[src/hdl/vic_defs.svh]
`ifndef VIC_DEFS_SVH
`define VIC_DEFS_SVH

// ==========================================================================
// Sizes
// ==========================================================================
`define VIC_NUM_SRC            28
`define VIC_SRC_W              5
`define VIC_LVL_W              3
`define VIC_NUM_LVL            8
`define VIC_BASE_W             16
`define VIC_EV_W               3

// ==========================================================================
// Register byte addresses
// ==========================================================================
`define VIC_ADDR_BASE          32'hFFFF0014
`define VIC_ADDR_VEC           32'hFFFF001C
`define VIC_ADDR_PRIO_FIRST    32'hFFFF0020
`define VIC_ADDR_PRIO_SECOND   32'hFFFF0024
`define VIC_ADDR_CFG           32'hFFFF0030
`define VIC_ADDR_EOI           32'hFFFF0034
`define VIC_ADDR_STATUS        32'hFFFF0038
`define VIC_ADDR_MASK          32'hFFFF003C

// ==========================================================================
// Field layout and reset values
// ==========================================================================
`define VIC_VEC_BASE_LSB       7
`define VIC_VEC_ID_LSB         2
`define VIC_FIELD_STRIDE       4
`define VIC_FIRST_SRC_OFS      1
`define VIC_SECOND_SRC_OFS     9
`define VIC_FIRST_FIELD_MASK   32'h77777770
`define VIC_SECOND_FIELD_MASK  32'h77777777
`define VIC_PRIO_RESET         32'h00000000
`define VIC_BASE_RESET         16'h0000
`define VIC_LAST_SRC_ID        5'h1B
`define VIC_TIMER_TWO_SRC      5'h04
`define VIC_CFG_EN_BIT         0
`define VIC_EV_WIN             0
`define VIC_EV_ACK             1
`define VIC_EV_UNDER           2

`endif

[src/hdl/vic_pkg.sv]
`default_nettype none
`include "vic_defs.svh"

package vic_pkg;

	typedef logic [`VIC_LVL_W-1:0] level_t;
	typedef logic [`VIC_SRC_W-1:0] src_t;

	typedef enum logic [3:0] {
		SEL_NONE,
		SEL_BASE,
		SEL_VEC,
		SEL_PRIO_FIRST,
		SEL_PRIO_SECOND,
		SEL_CFG,
		SEL_EOI,
		SEL_STATUS,
		SEL_MASK
	} reg_sel_t;

	typedef struct packed {
		logic [`VIC_NUM_LVL-1:0] in_service;
	} nest_state_t;

	typedef struct packed {
		logic                    cfg_en;
		logic [`VIC_BASE_W-1:0]  vec_base;
		logic [31:0]             prio_first;
		logic [31:0]             prio_second;
		logic [`VIC_EV_W-1:0]    status;
		logic [`VIC_EV_W-1:0]    mask;
		logic                    dp_write;
		reg_sel_t                dp_sel;
		logic [31:0]             hrdata;
		logic                    irq_req;
		logic                    irq_line;
		logic                    elig_d;
	} vic_state_t;

endpackage

`default_nettype wire

[src/hdl/vic_sel_if.sv]
`timescale 1ns/10ps
`default_nettype none
`include "vic_defs.svh"

interface vic_sel_if;
	logic [`VIC_NUM_SRC-1:0]                active;
	vic_pkg::level_t [`VIC_NUM_SRC-1:0]     levels;
	logic                                   win_valid;
	vic_pkg::src_t                          win_id;
	vic_pkg::level_t                        win_level;
	logic                                   push;
	vic_pkg::level_t                        push_level;
	logic                                   pop;
	logic                                   svc_busy;
	vic_pkg::level_t                        svc_level;

	modport sel (input active, input levels, output win_valid, output win_id, output win_level);
	modport nest (input push, input push_level, input pop, output svc_busy, output svc_level);
	modport core (output active, output levels, output push, output push_level, output pop,
		input win_valid, input win_id, input win_level, input svc_busy, input svc_level);
endinterface

`default_nettype wire

[src/hdl/vic_select.sv]
`timescale 1ns/10ps
`default_nettype none
`include "vic_defs.svh"

module vic_select (
	vic_sel_if.sel sel
);
	// Scanning downward with a non-strict compare lets the lowest number win a tie.
	always_comb begin
		sel.win_valid = 1'b0;
		sel.win_id    = '0;
		sel.win_level = '0;
		for (int i = `VIC_NUM_SRC - 1; i >= 0; i--) begin
			if (sel.active[i] && (!sel.win_valid || sel.levels[i] <= sel.win_level)) begin
				sel.win_valid = 1'b1;
				sel.win_id    = vic_pkg::src_t'(i);
				sel.win_level = sel.levels[i];
			end
		end
	end
endmodule

`default_nettype wire

[src/hdl/vic_nest.sv]
`timescale 1ns/10ps
`default_nettype none
`include "vic_defs.svh"

module vic_nest (
	input  wire logic  hclk,
	input  wire logic  hresetn,
	vic_sel_if.nest    nest
);
	vic_pkg::nest_state_t s_reg;
	vic_pkg::nest_state_t s_next;
	logic [`VIC_NUM_LVL-1:0] lowest;

	// One bit per level: a level can be in service once, so eight levels give eight nested handlers.
	always_comb begin
		lowest         = '0;
		nest.svc_level = '0;
		for (int i = `VIC_NUM_LVL - 1; i >= 0; i--) begin
			if (s_reg.in_service[i]) begin
				lowest         = '0;
				lowest[i]      = 1'b1;
				nest.svc_level = vic_pkg::level_t'(i);
			end
		end
		nest.svc_busy = |s_reg.in_service;
		s_next = s_reg;
		if (nest.pop)
			s_next.in_service = s_next.in_service & ~lowest;
		if (nest.push)
			s_next.in_service[nest.push_level] = 1'b1;
	end

	always_ff @(posedge hclk or negedge hresetn) begin
		if (!hresetn)
			s_reg <= '0;
		else
			s_reg <= s_next;
	end
endmodule

`default_nettype wire

[src/hdl/irq_vector_priority_unit.sv]
// The AHB-Lite interface to the registers was chosen for this implementation.
`timescale 1ns/10ps
`default_nettype none
`include "vic_defs.svh"

module irq_vector_priority_unit (
	input  wire logic                            hclk,
	input  wire logic                            hresetn,
	input  wire logic                            hsel,
	input  wire logic [31:0]                     haddr,
	input  wire logic [1:0]                      htrans,
	input  wire logic                            hwrite,
	input  wire logic [2:0]                      hsize,
	input  wire logic [31:0]                     hwdata,
	input  wire logic                            hready,
	output logic                                 hreadyout,
	output logic                                 hresp,
	output logic [31:0]                          hrdata,
	input  wire logic [`VIC_NUM_SRC-1:0]         irq_source_active,
	input  wire logic [3*`VIC_NUM_SRC-1:0]       ext_priority_levels,
	output logic                                 irq_request,
	output logic                                 irq_interrupt
);
	// ======================================================================
	// State and wiring
	// ======================================================================
	vic_pkg::vic_state_t s_reg;
	vic_pkg::vic_state_t s_next;
	vic_sel_if           sel ();

	logic                          addr_ok;
	vic_pkg::reg_sel_t             addr_sel;
	logic                          eligible;
	logic [`VIC_EV_W-1:0]          events;
	logic [`VIC_EV_W-1:0]          rd_clear;
	logic                          vec_rd;
	logic [`VIC_NUM_SRC-1:0]       lose_err;
	logic [2:0]                    unused_size;
	logic                          stat_rd;
	logic                          mask_wr;

	vic_select u_select (
		.sel (sel)
	);

	vic_nest u_nest (
		.hclk    (hclk),
		.hresetn (hresetn),
		.nest    (sel)
	);

	function automatic vic_pkg::reg_sel_t decode(input logic [31:0] a);
		case (a)
			`VIC_ADDR_BASE:        decode = vic_pkg::SEL_BASE;
			`VIC_ADDR_VEC:         decode = vic_pkg::SEL_VEC;
			`VIC_ADDR_PRIO_FIRST:  decode = vic_pkg::SEL_PRIO_FIRST;
			`VIC_ADDR_PRIO_SECOND: decode = vic_pkg::SEL_PRIO_SECOND;
			`VIC_ADDR_CFG:         decode = vic_pkg::SEL_CFG;
			`VIC_ADDR_EOI:         decode = vic_pkg::SEL_EOI;
			`VIC_ADDR_STATUS:      decode = vic_pkg::SEL_STATUS;
			`VIC_ADDR_MASK:        decode = vic_pkg::SEL_MASK;
			default:               decode = vic_pkg::SEL_NONE;
		endcase
	endfunction

	// ======================================================================
	// Source levels
	// ======================================================================
	// Sources outside both priority registers, other than source 0 (fixed at
	// level 0), take their level from the neighbouring block through ext_priority_levels.
	for (genvar i = 0; i < `VIC_NUM_SRC; i++) begin : g_src
		if (i == 0) begin : g_fixed
			assign sel.levels[i] = '0;
		end else if (i > `VIC_FIRST_SRC_OFS && i <= `VIC_FIRST_SRC_OFS + 7) begin : g_first
			assign sel.levels[i] = s_reg.prio_first[`VIC_FIELD_STRIDE*(i-`VIC_FIRST_SRC_OFS)
				+: `VIC_LVL_W];
		end else if (i >= `VIC_SECOND_SRC_OFS && i <= `VIC_SECOND_SRC_OFS + 7) begin : g_second
			assign sel.levels[i] = s_reg.prio_second[`VIC_FIELD_STRIDE*(i-`VIC_SECOND_SRC_OFS)
				+: `VIC_LVL_W];
		end else begin : g_ext
			assign sel.levels[i] = ext_priority_levels[3*i +: `VIC_LVL_W];
		end
		assign lose_err[i] = sel.win_valid && sel.active[i] && (sel.levels[i] < sel.win_level
			|| (sel.levels[i] == sel.win_level && vic_pkg::src_t'(i) < sel.win_id));
	end

	assign sel.active = irq_source_active;

	// ======================================================================
	// Arbitration against the level in service
	// ======================================================================
	// A winner only interrupts a running handler when strictly more urgent.
	assign eligible = sel.win_valid && (!sel.svc_busy || sel.win_level < sel.svc_level);

	assign addr_ok     = hsel && htrans[1] && hready;
	assign addr_sel    = decode(haddr);
	assign vec_rd      = addr_ok && !hwrite && addr_sel == vic_pkg::SEL_VEC;
	assign unused_size = hsize;
	assign stat_rd     = addr_ok && !hwrite && addr_sel == vic_pkg::SEL_STATUS;
	assign mask_wr     = s_reg.dp_write && s_reg.dp_sel == vic_pkg::SEL_MASK;

	// ======================================================================
	// Register file and AHB-Lite slave
	// ======================================================================
	// Writes land in the data phase and are applied before the read mux, so a
	// read right behind a write to the same register sees the new value.
	always_comb begin
		s_next       = s_reg;
		events       = '0;
		rd_clear     = '0;
		sel.push       = 1'b0;
		sel.push_level = sel.win_level;
		sel.pop        = 1'b0;
		if (s_reg.dp_write) begin
			case (s_reg.dp_sel)
				vic_pkg::SEL_BASE:        s_next.vec_base = hwdata[`VIC_BASE_W-1:0];
				vic_pkg::SEL_PRIO_FIRST:  s_next.prio_first = hwdata & `VIC_FIRST_FIELD_MASK;
				vic_pkg::SEL_PRIO_SECOND: s_next.prio_second = hwdata & `VIC_SECOND_FIELD_MASK;
				vic_pkg::SEL_CFG:         s_next.cfg_en = hwdata[`VIC_CFG_EN_BIT];
				vic_pkg::SEL_MASK:        s_next.mask = hwdata[`VIC_EV_W-1:0];
				vic_pkg::SEL_EOI: begin
					sel.pop                = 1'b1;
					events[`VIC_EV_UNDER]  = !sel.svc_busy;
				end
				default: ;
			endcase
		end
		s_next.dp_write = addr_ok && hwrite;
		s_next.dp_sel   = addr_ok ? addr_sel : vic_pkg::SEL_NONE;
		if (addr_ok && !hwrite) begin
			case (addr_sel)
				vic_pkg::SEL_BASE:        s_next.hrdata = {16'h0000, s_next.vec_base};
				vic_pkg::SEL_VEC: begin
					s_next.hrdata = {9'h000, s_next.vec_base, sel.win_id, 2'h0};
					// The read is the core's acknowledge: it opens a nesting level.
					if (s_reg.cfg_en && eligible) begin
						sel.push            = 1'b1;
						events[`VIC_EV_ACK] = 1'b1;
					end
				end
				vic_pkg::SEL_PRIO_FIRST:  s_next.hrdata = s_next.prio_first;
				vic_pkg::SEL_PRIO_SECOND: s_next.hrdata = s_next.prio_second;
				vic_pkg::SEL_CFG:         s_next.hrdata = {31'h00000000, s_next.cfg_en};
				vic_pkg::SEL_STATUS: begin
					s_next.hrdata = {29'h00000000, s_reg.status};
					rd_clear      = '1;
				end
				vic_pkg::SEL_MASK:        s_next.hrdata = {29'h00000000, s_next.mask};
				default:                  s_next.hrdata = 32'h00000000;
			endcase
		end
		events[`VIC_EV_WIN] = s_reg.cfg_en && eligible && !s_reg.elig_d;
		// Events that coincide with the clearing read stay set.
		s_next.status   = (s_reg.status & ~rd_clear) | events;
		s_next.irq_line = |(s_next.status & s_next.mask);
		s_next.elig_d   = eligible;
		// Without vectoring the core sees a plain OR of the active sources.
		s_next.irq_req  = s_reg.cfg_en ? eligible : |irq_source_active;
	end

	always_ff @(posedge hclk or negedge hresetn) begin
		if (!hresetn) begin
			s_reg             <= '0;
			s_reg.vec_base    <= `VIC_BASE_RESET;
			s_reg.prio_first  <= `VIC_PRIO_RESET;
			s_reg.prio_second <= `VIC_PRIO_RESET;
			s_reg.dp_sel      <= vic_pkg::SEL_NONE;
		end else begin
			s_reg <= s_next;
		end
	end

	assign hreadyout     = 1'b1;
	assign hresp         = 1'b0;
	assign hrdata        = s_reg.hrdata;
	assign irq_request   = s_reg.irq_req;
	assign irq_interrupt = s_reg.irq_line;
endmodule

`default_nettype wire

[config.mk]
export PLATFORM = sky130hd
export DESIGN_NAME = irq_vector_priority_unit
export DESIGN_NICKNAME = d
export VERILOG_FILES = /design/src/hdl/vic_pkg.sv /design/src/hdl/vic_sel_if.sv /design/src/hdl/vic_select.sv /design/src/hdl/vic_nest.sv /design/src/hdl/irq_vector_priority_unit.sv
export VERILOG_INCLUDE_DIRS = /design/src /design/src/hdl
export SDC_FILE = /design/constraint.sdc
export NUM_CORES = 1
export LEC_CHECK = 0
export BUFFER_PORTS_ARGS = -buffer_cell sky130_fd_sc_hd__buf_4
export CORE_ASPECT_RATIO = 1.25
export CORE_MARGIN = 3
export CORE_UTILIZATION = 50
export CTS_CLUSTER_SIZE = 10
export DETAILED_ROUTE_END_ITERATION = 12
export PLACE_DENSITY = 0.77
export SLEW_MARGIN = 20
export SYNTH_ARGS = -nofsm -noshare
export SYNTH_HDL_FRONTEND = slang
export SYNTH_HIERARCHICAL = 1
export SYNTH_SLANG_ARGS = --single-unit
[constraint.sdc]
create_clock -name hclk -period 40 [get_ports hclk]
set_input_delay 2 -clock hclk [delete_from_list [all_inputs] [get_ports hclk]]
set_output_delay 2 -clock hclk [all_outputs]
set_load 0.03 [all_outputs]
==> summary.md, run 1 <==
| Metric | Value |
|---|---|
| GRT met3 Usage | 0.0377 |
| Fin crit share | 0.950 |
| CP peak stage delay | 480 ps |
| Crit path required time | 40290 ps |
| ANT nets after route | 0 |
| Initial antenna violation count | 0 |
| DR WL/cell | 19.3 microns |
| Ratio of cells with drive above 1 in the final layout | 0.270 |
| Starting density of the core | 0.511 |
| Critical path's slowest cell | or3b_2 |
| DRT Wirelength | 32100 microns |
| GP Congestion | 0.972 |
| Estimated wirelength of the detail-placed design | 23900 microns |
| Die Area | 23200 sq um |
| Number of diodes | 0 |
| DRC Markers | 0 |
| Die height | between 150 and 200 microns |
| Worst Hold Class | reg2reg |
| Final core utilization | 0.623 |
| CP most frequent cell | ha_1 |
| Fill cells | 1760 |
| Total gr overflow | 0 |
| CTS Buf Count | 17 |
| F_max | 26.3 MHz |
| Clk_lat worst skew | 410 ps |
| TritonRoute pass-1 iters | 5 |
| Setup TNS | 0 ps |
| Drt via density | between 6 and 7 |
| Vias in the first global route | between 10000 and 15000 |
| Synthesized area per cell | between 8 and 9 sq um |
| CP Class | in2reg |
| CTS tree | done |
| Status | finished clean |
| Commonest non-fill, non-tap cell in the layout | buf_4 |
| Distinct cells, synth | 89 |
| Post-synth EDFFs | 0 |
| Starting DRT DRC Count | 690 |
| Largest net degree at the start of global routing | 83 |
| Rows | slightly below 60 |
| Ports | 222 |
| FF-to-FF setup slack | 15850 ps |
| IO Port Bufs | 163 |
| GRT Util Overall | 0.267 |
| Crit path max fanout | 15 |
| Slew headroom | 0.298 |
| Total core area | 21000 sq um |
| Most frequent cells in the layout | buf_4, nand2_1, dfrtp_1 |
| Area Growth Syn to Fin | 22.0% |
| Register area share after synthesis | 0.316 |
| Final #Nets | 1650 |
| Synth Instances | 1221 |
| Type of origin of the critical path | input port |
| Post-Syn Area | 10700 sq um |
| Arrival time at the worst endpoint | 38280 ps |
| Bufs on Longest Clock Path | 2 |
| Max_cap viols | 0 |
| Final Hold Fails | 0 |
| Worst Skew | 7.86 ps |
| First-pass GRT wire length | between 40000 and 50000 microns |
| H-tree depth | 4 |
| Flip-flop count of the largest register after layout | 93 |
| GR Util met1 | 0.329 |
| CP Capture Type | register |
| Endpoints failing setup | 0 |
| Clock Sinks | approximately 140 |
| Synthesized flop and latch total | between 100 and 150 |
| CTS Root Cell | clkbuf_16 |
| Final Max Tran Viols | 0 |
| Routed via count | 10200 |
| Predominant post-synthesis flop cell | dfrtp_1 |
| Synth async-reset ratio | 1.00 |
| Die W | 137 microns |
| Synth warn | 6 |
| Tmin final | ~38000 ps |
| Met2 Use GR | 0.470 |
| Hold buffer count at cts | 0 |
| Gr busiest metal | met2 |
| Least-Margin Pin Slew | 1050 ps |
| Reg clk slew, reported paths | 60 ps |
-- final timing paths --
check,to,from,depth (start not counted)
worst min-delay path,s_reg[101],s_reg[101],2
worst max-delay path,irq_interrupt,irq_source_active[27],195
worst max register to register,irq_interrupt,s_reg[75],133
worst min register to register,s_reg[101],s_reg[101],2
min in group asynchronous,u_nest/s_reg[5],hresetn,1
max in group asynchronous,s_reg[66],hresetn,3
-- critical path, delay by kind of cell --
kind                       cells  cell delay (ps)
AOI/OAI and AO/OA             92            16520
buffers and inverters         14             1920
adders and majority gates     27             7200
muxes                          6             2170
and+or+nand+nor               56             8460
-- cells by family after synthesis --
family          synth area share
other cells             0.000702
flops                      0.316
xor+xnor                0.000818
mux                       0.0791
simple gates               0.211
compound gates             0.228
buf+inv                   0.0678
fa+ha+maj                 0.0970
-- cell usage after synthesis (all sizes together) (9+ instances only) --
cell | count | area share
ha | 83 | 0.097
nor3 | 21 | 0.011
o21a | 30 | 0.021
a22oi | 13 | 0.0091
buf | 48 | 0.032
nor2 | 65 | 0.023
inv | 76 | 0.027
a22o | 12 | 0.0098
and3 | 9 | 0.0053
o211ai | 17 | 0.012
mux2 | 55 | 0.059
nand3 | 39 | 0.020
nor2b | 27 | 0.016
o21ai | 87 | 0.042
nand2 | 140 | 0.050
clkbuf | 25 | 0.0088
nand2b | 22 | 0.014
and2 | 28 | 0.016
a31oi | 13 | 0.0076
nand4 | 11 | 0.0064
mux2i | 22 | 0.021
a21oi | 50 | 0.024
a21o | 27 | 0.019
nor4 | 22 | 0.020
dfrtp | 135 | 0.32
a211oi | 16 | 0.012
-- stage by stage --
| step | area [sq um] | setup slack (ps) | hold slack (ps) | cells |
|---|---|---|---|---|
| 2_1_floorplan | 10700 | 2030 | 427 | 1226 |
| 3_3_place_gp | 12100 | 530 | 437 | 1623 |
| 3_5_place_dp | 12100 | -235 | 445 | 1623 |
| 4_1_cts | 12700 | 75.3 | 460 | 1655 |
| 5_1_grt | 13100 | -333 | 492 | 1668 |
| 6_report | 13100 | 2010 | 454 | 1668 |
-- layout make-up --
cell class | instances | area [sq um] | share of cell area
sequential | 135 | 3380 | 0.259
clock buffer | 18 | 439 | 0.0336
tap | 274 | 343 | 0.0263
inverter | 76 | 285 | 0.0219
multi-input combinational | 943 | 6830 | 0.523
clock inverter | 14 | 196 | 0.0150
timing repair buffer | 208 | 1590 | 0.121
-- per-layer routing --
layer,vias to the layer above,wire length (microns)
met3,83,2510
li1,4789,-
met5,-,0
met1,4887,12600
met4,0,963
met2,462,16000
-- repair_timing --
action	4_1_cts	5_1_grt
setup buffers	0	11
hold endpoints to repair	0	0
gates resized for setup	0	57
setup endpoints to repair	0	18
Power of run 1 is not shown: default switching activity piles up to over one toggle a cycle in this logic, so the estimate is an artifact.
==> inputs of run 2 (changes only) <==
--- a/config.mk
+++ b/config.mk
@@ -9,10 +9,10 @@
 export BUFFER_PORTS_ARGS = -buffer_cell sky130_fd_sc_hd__buf_4
 export CORE_ASPECT_RATIO = 1.25
 export CORE_MARGIN = 3
-export CORE_UTILIZATION = 50
+export CORE_UTILIZATION = 40
 export CTS_CLUSTER_SIZE = 10
 export DETAILED_ROUTE_END_ITERATION = 12
-export PLACE_DENSITY = 0.77
+export PLACE_DENSITY = 0.64
 export SLEW_MARGIN = 20
 export SYNTH_ARGS = -nofsm -noshare
 export SYNTH_HDL_FRONTEND = slang
==> run 2 against run 1 <==
Effect of this change:
- utilization is 12 points lower
- setup slack improved by 450 ps
- hold slack better by 5.5 ps
- sequential share of layout area decreased by 0.18 points
- register-to-register slack better by 300 ps
- non-clock buffer count fell by 3
- cell count is 3.8% higher
- sequential cell count unchanged
- fmax increased by 1.2%
==> summary.md, run 2 (same netlist as run 1, synthesis figures left out) <==
| Metric | Value |
|---|---|
| Status | finished clean |
| Area Growth Syn to Fin | 22.8% |
| GP Congestion | 0.937 (-3.6%) |
| CTS Root Cell | clkbuf_16 |
| DR WL met2 | 16200 microns (+1.2%) |
| DRC Markers | 0 (unchanged) |
| Worst Hold Launch | s_reg[101] |
| Reg2Reg Launch Point | s_reg[75] |
| Final hold slack | 460 ps (+5.53 ps) |
| Slew headroom | 0.293 (-0.00578) |
| DRT Wirelength | 32600 microns (+1.6%) |
| Vias in the first global route | 9807 (-2.2%) |
| Least-Margin Pin Slew | 1050 ps (+4.16 ps) |
| Clock Sinks | 135 (unchanged) |
| Area of the multi-input gates | 6920 sq um (+1.4%) |
| Rows | 66 (+12%) |
| WL met3 | 1630 microns (-35%) |
| ANT nets after route | 0 (unchanged) |
| Worst Hold End | s_reg[101] |
| CTS tree | done |
| CP Capture Type | register |
| Register Area | 3380 sq um (unchanged) |
| Post-route cell area | 13100 sq um (+0.71%) |
| Hold path depth | 2 (unchanged) |
| Critical path's slowest cell | o41a_1 |
| Reg clk slew, reported paths | 60 ps (about the same) |
| CTS Buf Count | 17 (unchanged) |
| Ports | 222 (unchanged) |
| F_max | 26.6 MHz (+1.2%) |
| Arrival time at the worst endpoint | 37850 ps (-430 ps) |
| H-tree depth | 4 (unchanged) |
| Total core area | 26200 sq um (+25%) |
| Routed via count | 9939 (-2.8%) |
| CP Class | in2reg |
| Initial antenna violation count | 0 (unchanged) |
| Uppermost layer routed | met4 |
| Die height | 189 microns (+11%) |
| Final Max Tran Viols | 0 (unchanged) |
| TritonRoute pass-1 iters | 5 (unchanged) |
| Tmin final | 37540 ps (-453 ps) |
| Total gr overflow | 0 (unchanged) |
| Starting density of the core | 0.409 (-0.102) |
| CP most frequent cell | ha_1 |
| Die Area | 28800 sq um (+24%) |
| Type of origin of the critical path | input port |
| Crit path max fanout | 15 (unchanged) |
| Area post-placement | 12100 sq um (+0.18%) |
| Fin crit share | 0.938 (-0.0113) |
| Fill cells | 2441 (+39%) |
| GRT Util Overall | 0.222 (-0.0451) |
| Endpoints failing setup | 0 (unchanged) |
| DR WL/cell | 18.9 microns (-2.1%) |
| Largest net degree at the start of global routing | 75 (-9.6%) |
| IO Port Bufs | 163 (unchanged) |
| Most frequent cells in the layout | buf_4, nand2_1, dfrtp_1 |
| Max_cap viols | 0 (unchanged) |
| Worst Skew | 18.2 ps (+10.3 ps) |
| Commonest non-fill, non-tap cell in the layout | buf_4 |
| CP peak stage delay | 450 ps (-30 ps) |
| Ratio of cells with drive above 1 in the final layout | 0.275 (+0.00561) |
| Hold buffer count at cts | 0 (unchanged) |
| Drt via density | 5.74 (-6.3%) |
| R2R Path End | u_nest/s_reg[0] |
| FF-to-FF setup slack | 16150 ps (+300 ps) |
| Final Hold Fails | 0 (unchanged) |
| Number of diodes | 0 (unchanged) |
| Reg2Reg Depth | 135 (+1.5%) |
| Bufs on Longest Clock Path | 2 (unchanged) |
| Estimated wirelength of the detail-placed design | 24800 microns (+3.7%) |
| Final #Nets | 1647 (-0.18%) |
| Clk_lat worst skew | 430 ps (+20 ps) |
| Starting DRT DRC Count | 629 (-8.8%) |
| Die W | 152 microns (+11%) |
| First-pass GRT wire length | 51900 microns (+4.7%) |
| Met1 wire length | 14100 microns (+12%) |
| Worst Hold Class | reg2reg |
| Crit path required time | 40310 ps (+20 ps) |
| Flip-flop count of the largest register after layout | 93 (unchanged) |
## run 2: worst max-delay path by stage
stage                       to                  start  slack, ps
5_1_grt        u_nest/s_reg[1]  irq_source_active[27]        -30
4_1_cts        u_nest/s_reg[0]  irq_source_active[27]        200
2_1_floorplan  u_nest/s_reg[1]  irq_source_active[27]       2030
6_report       u_nest/s_reg[0]  irq_source_active[27]       2460
3_3_place_gp   u_nest/s_reg[1]  irq_source_active[27]        230
3_5_place_dp   u_nest/s_reg[0]  irq_source_active[27]       -330
## run 2: cell type report
class | instances | share of cell area
clock buffers | 20 | 0.0340
well taps | 340 | 0.0324
inverters | 76 | 0.0217
repair buffers | 205 | 0.118
multi-input cells | 943 | 0.526
flip-flops and latches | 135 | 0.257
clock inverters | 12 | 0.0109
## run 2: routing by layer
metal / vias up / global-route usage
li1: 4773 / -
met1: 4797 / 0.287
met2: 321 / 0.388
met3: 48 / 0.0297
met4: 0 / 0.0702
met5: - / 0
## run 2: metrics by stage
stage,cells,utilization,setup TNS [ps],worst slack [ps]
after floorplan,1226,-,0,2030
after global placement,1680,0.464,0,231
after detailed placement,1680,0.464,-2060,-329
after CTS,1712,0.486,0,200
after global routing,1731,0.502,-38.8,-33.6
final,1731,0.502,0,2460
## run 2: worst max-delay path, delay by kind of cell
family                     cells  cell delay (ps)
AOI/OAI and AO/OA             93            16070
adders and majority gates     28             7450
buffers and inverters         16             2280
muxes                          9             2940
and+or+nand+nor               49             7010
## run 2: what timing repair did
item	CTS	global route
endpoints found under the setup margin	1	18
gates resized for setup	1	74
gates cloned	0	1
pin swaps	0	18
buffers inserted	0	17
Power of run 2 is left out for the same reason.
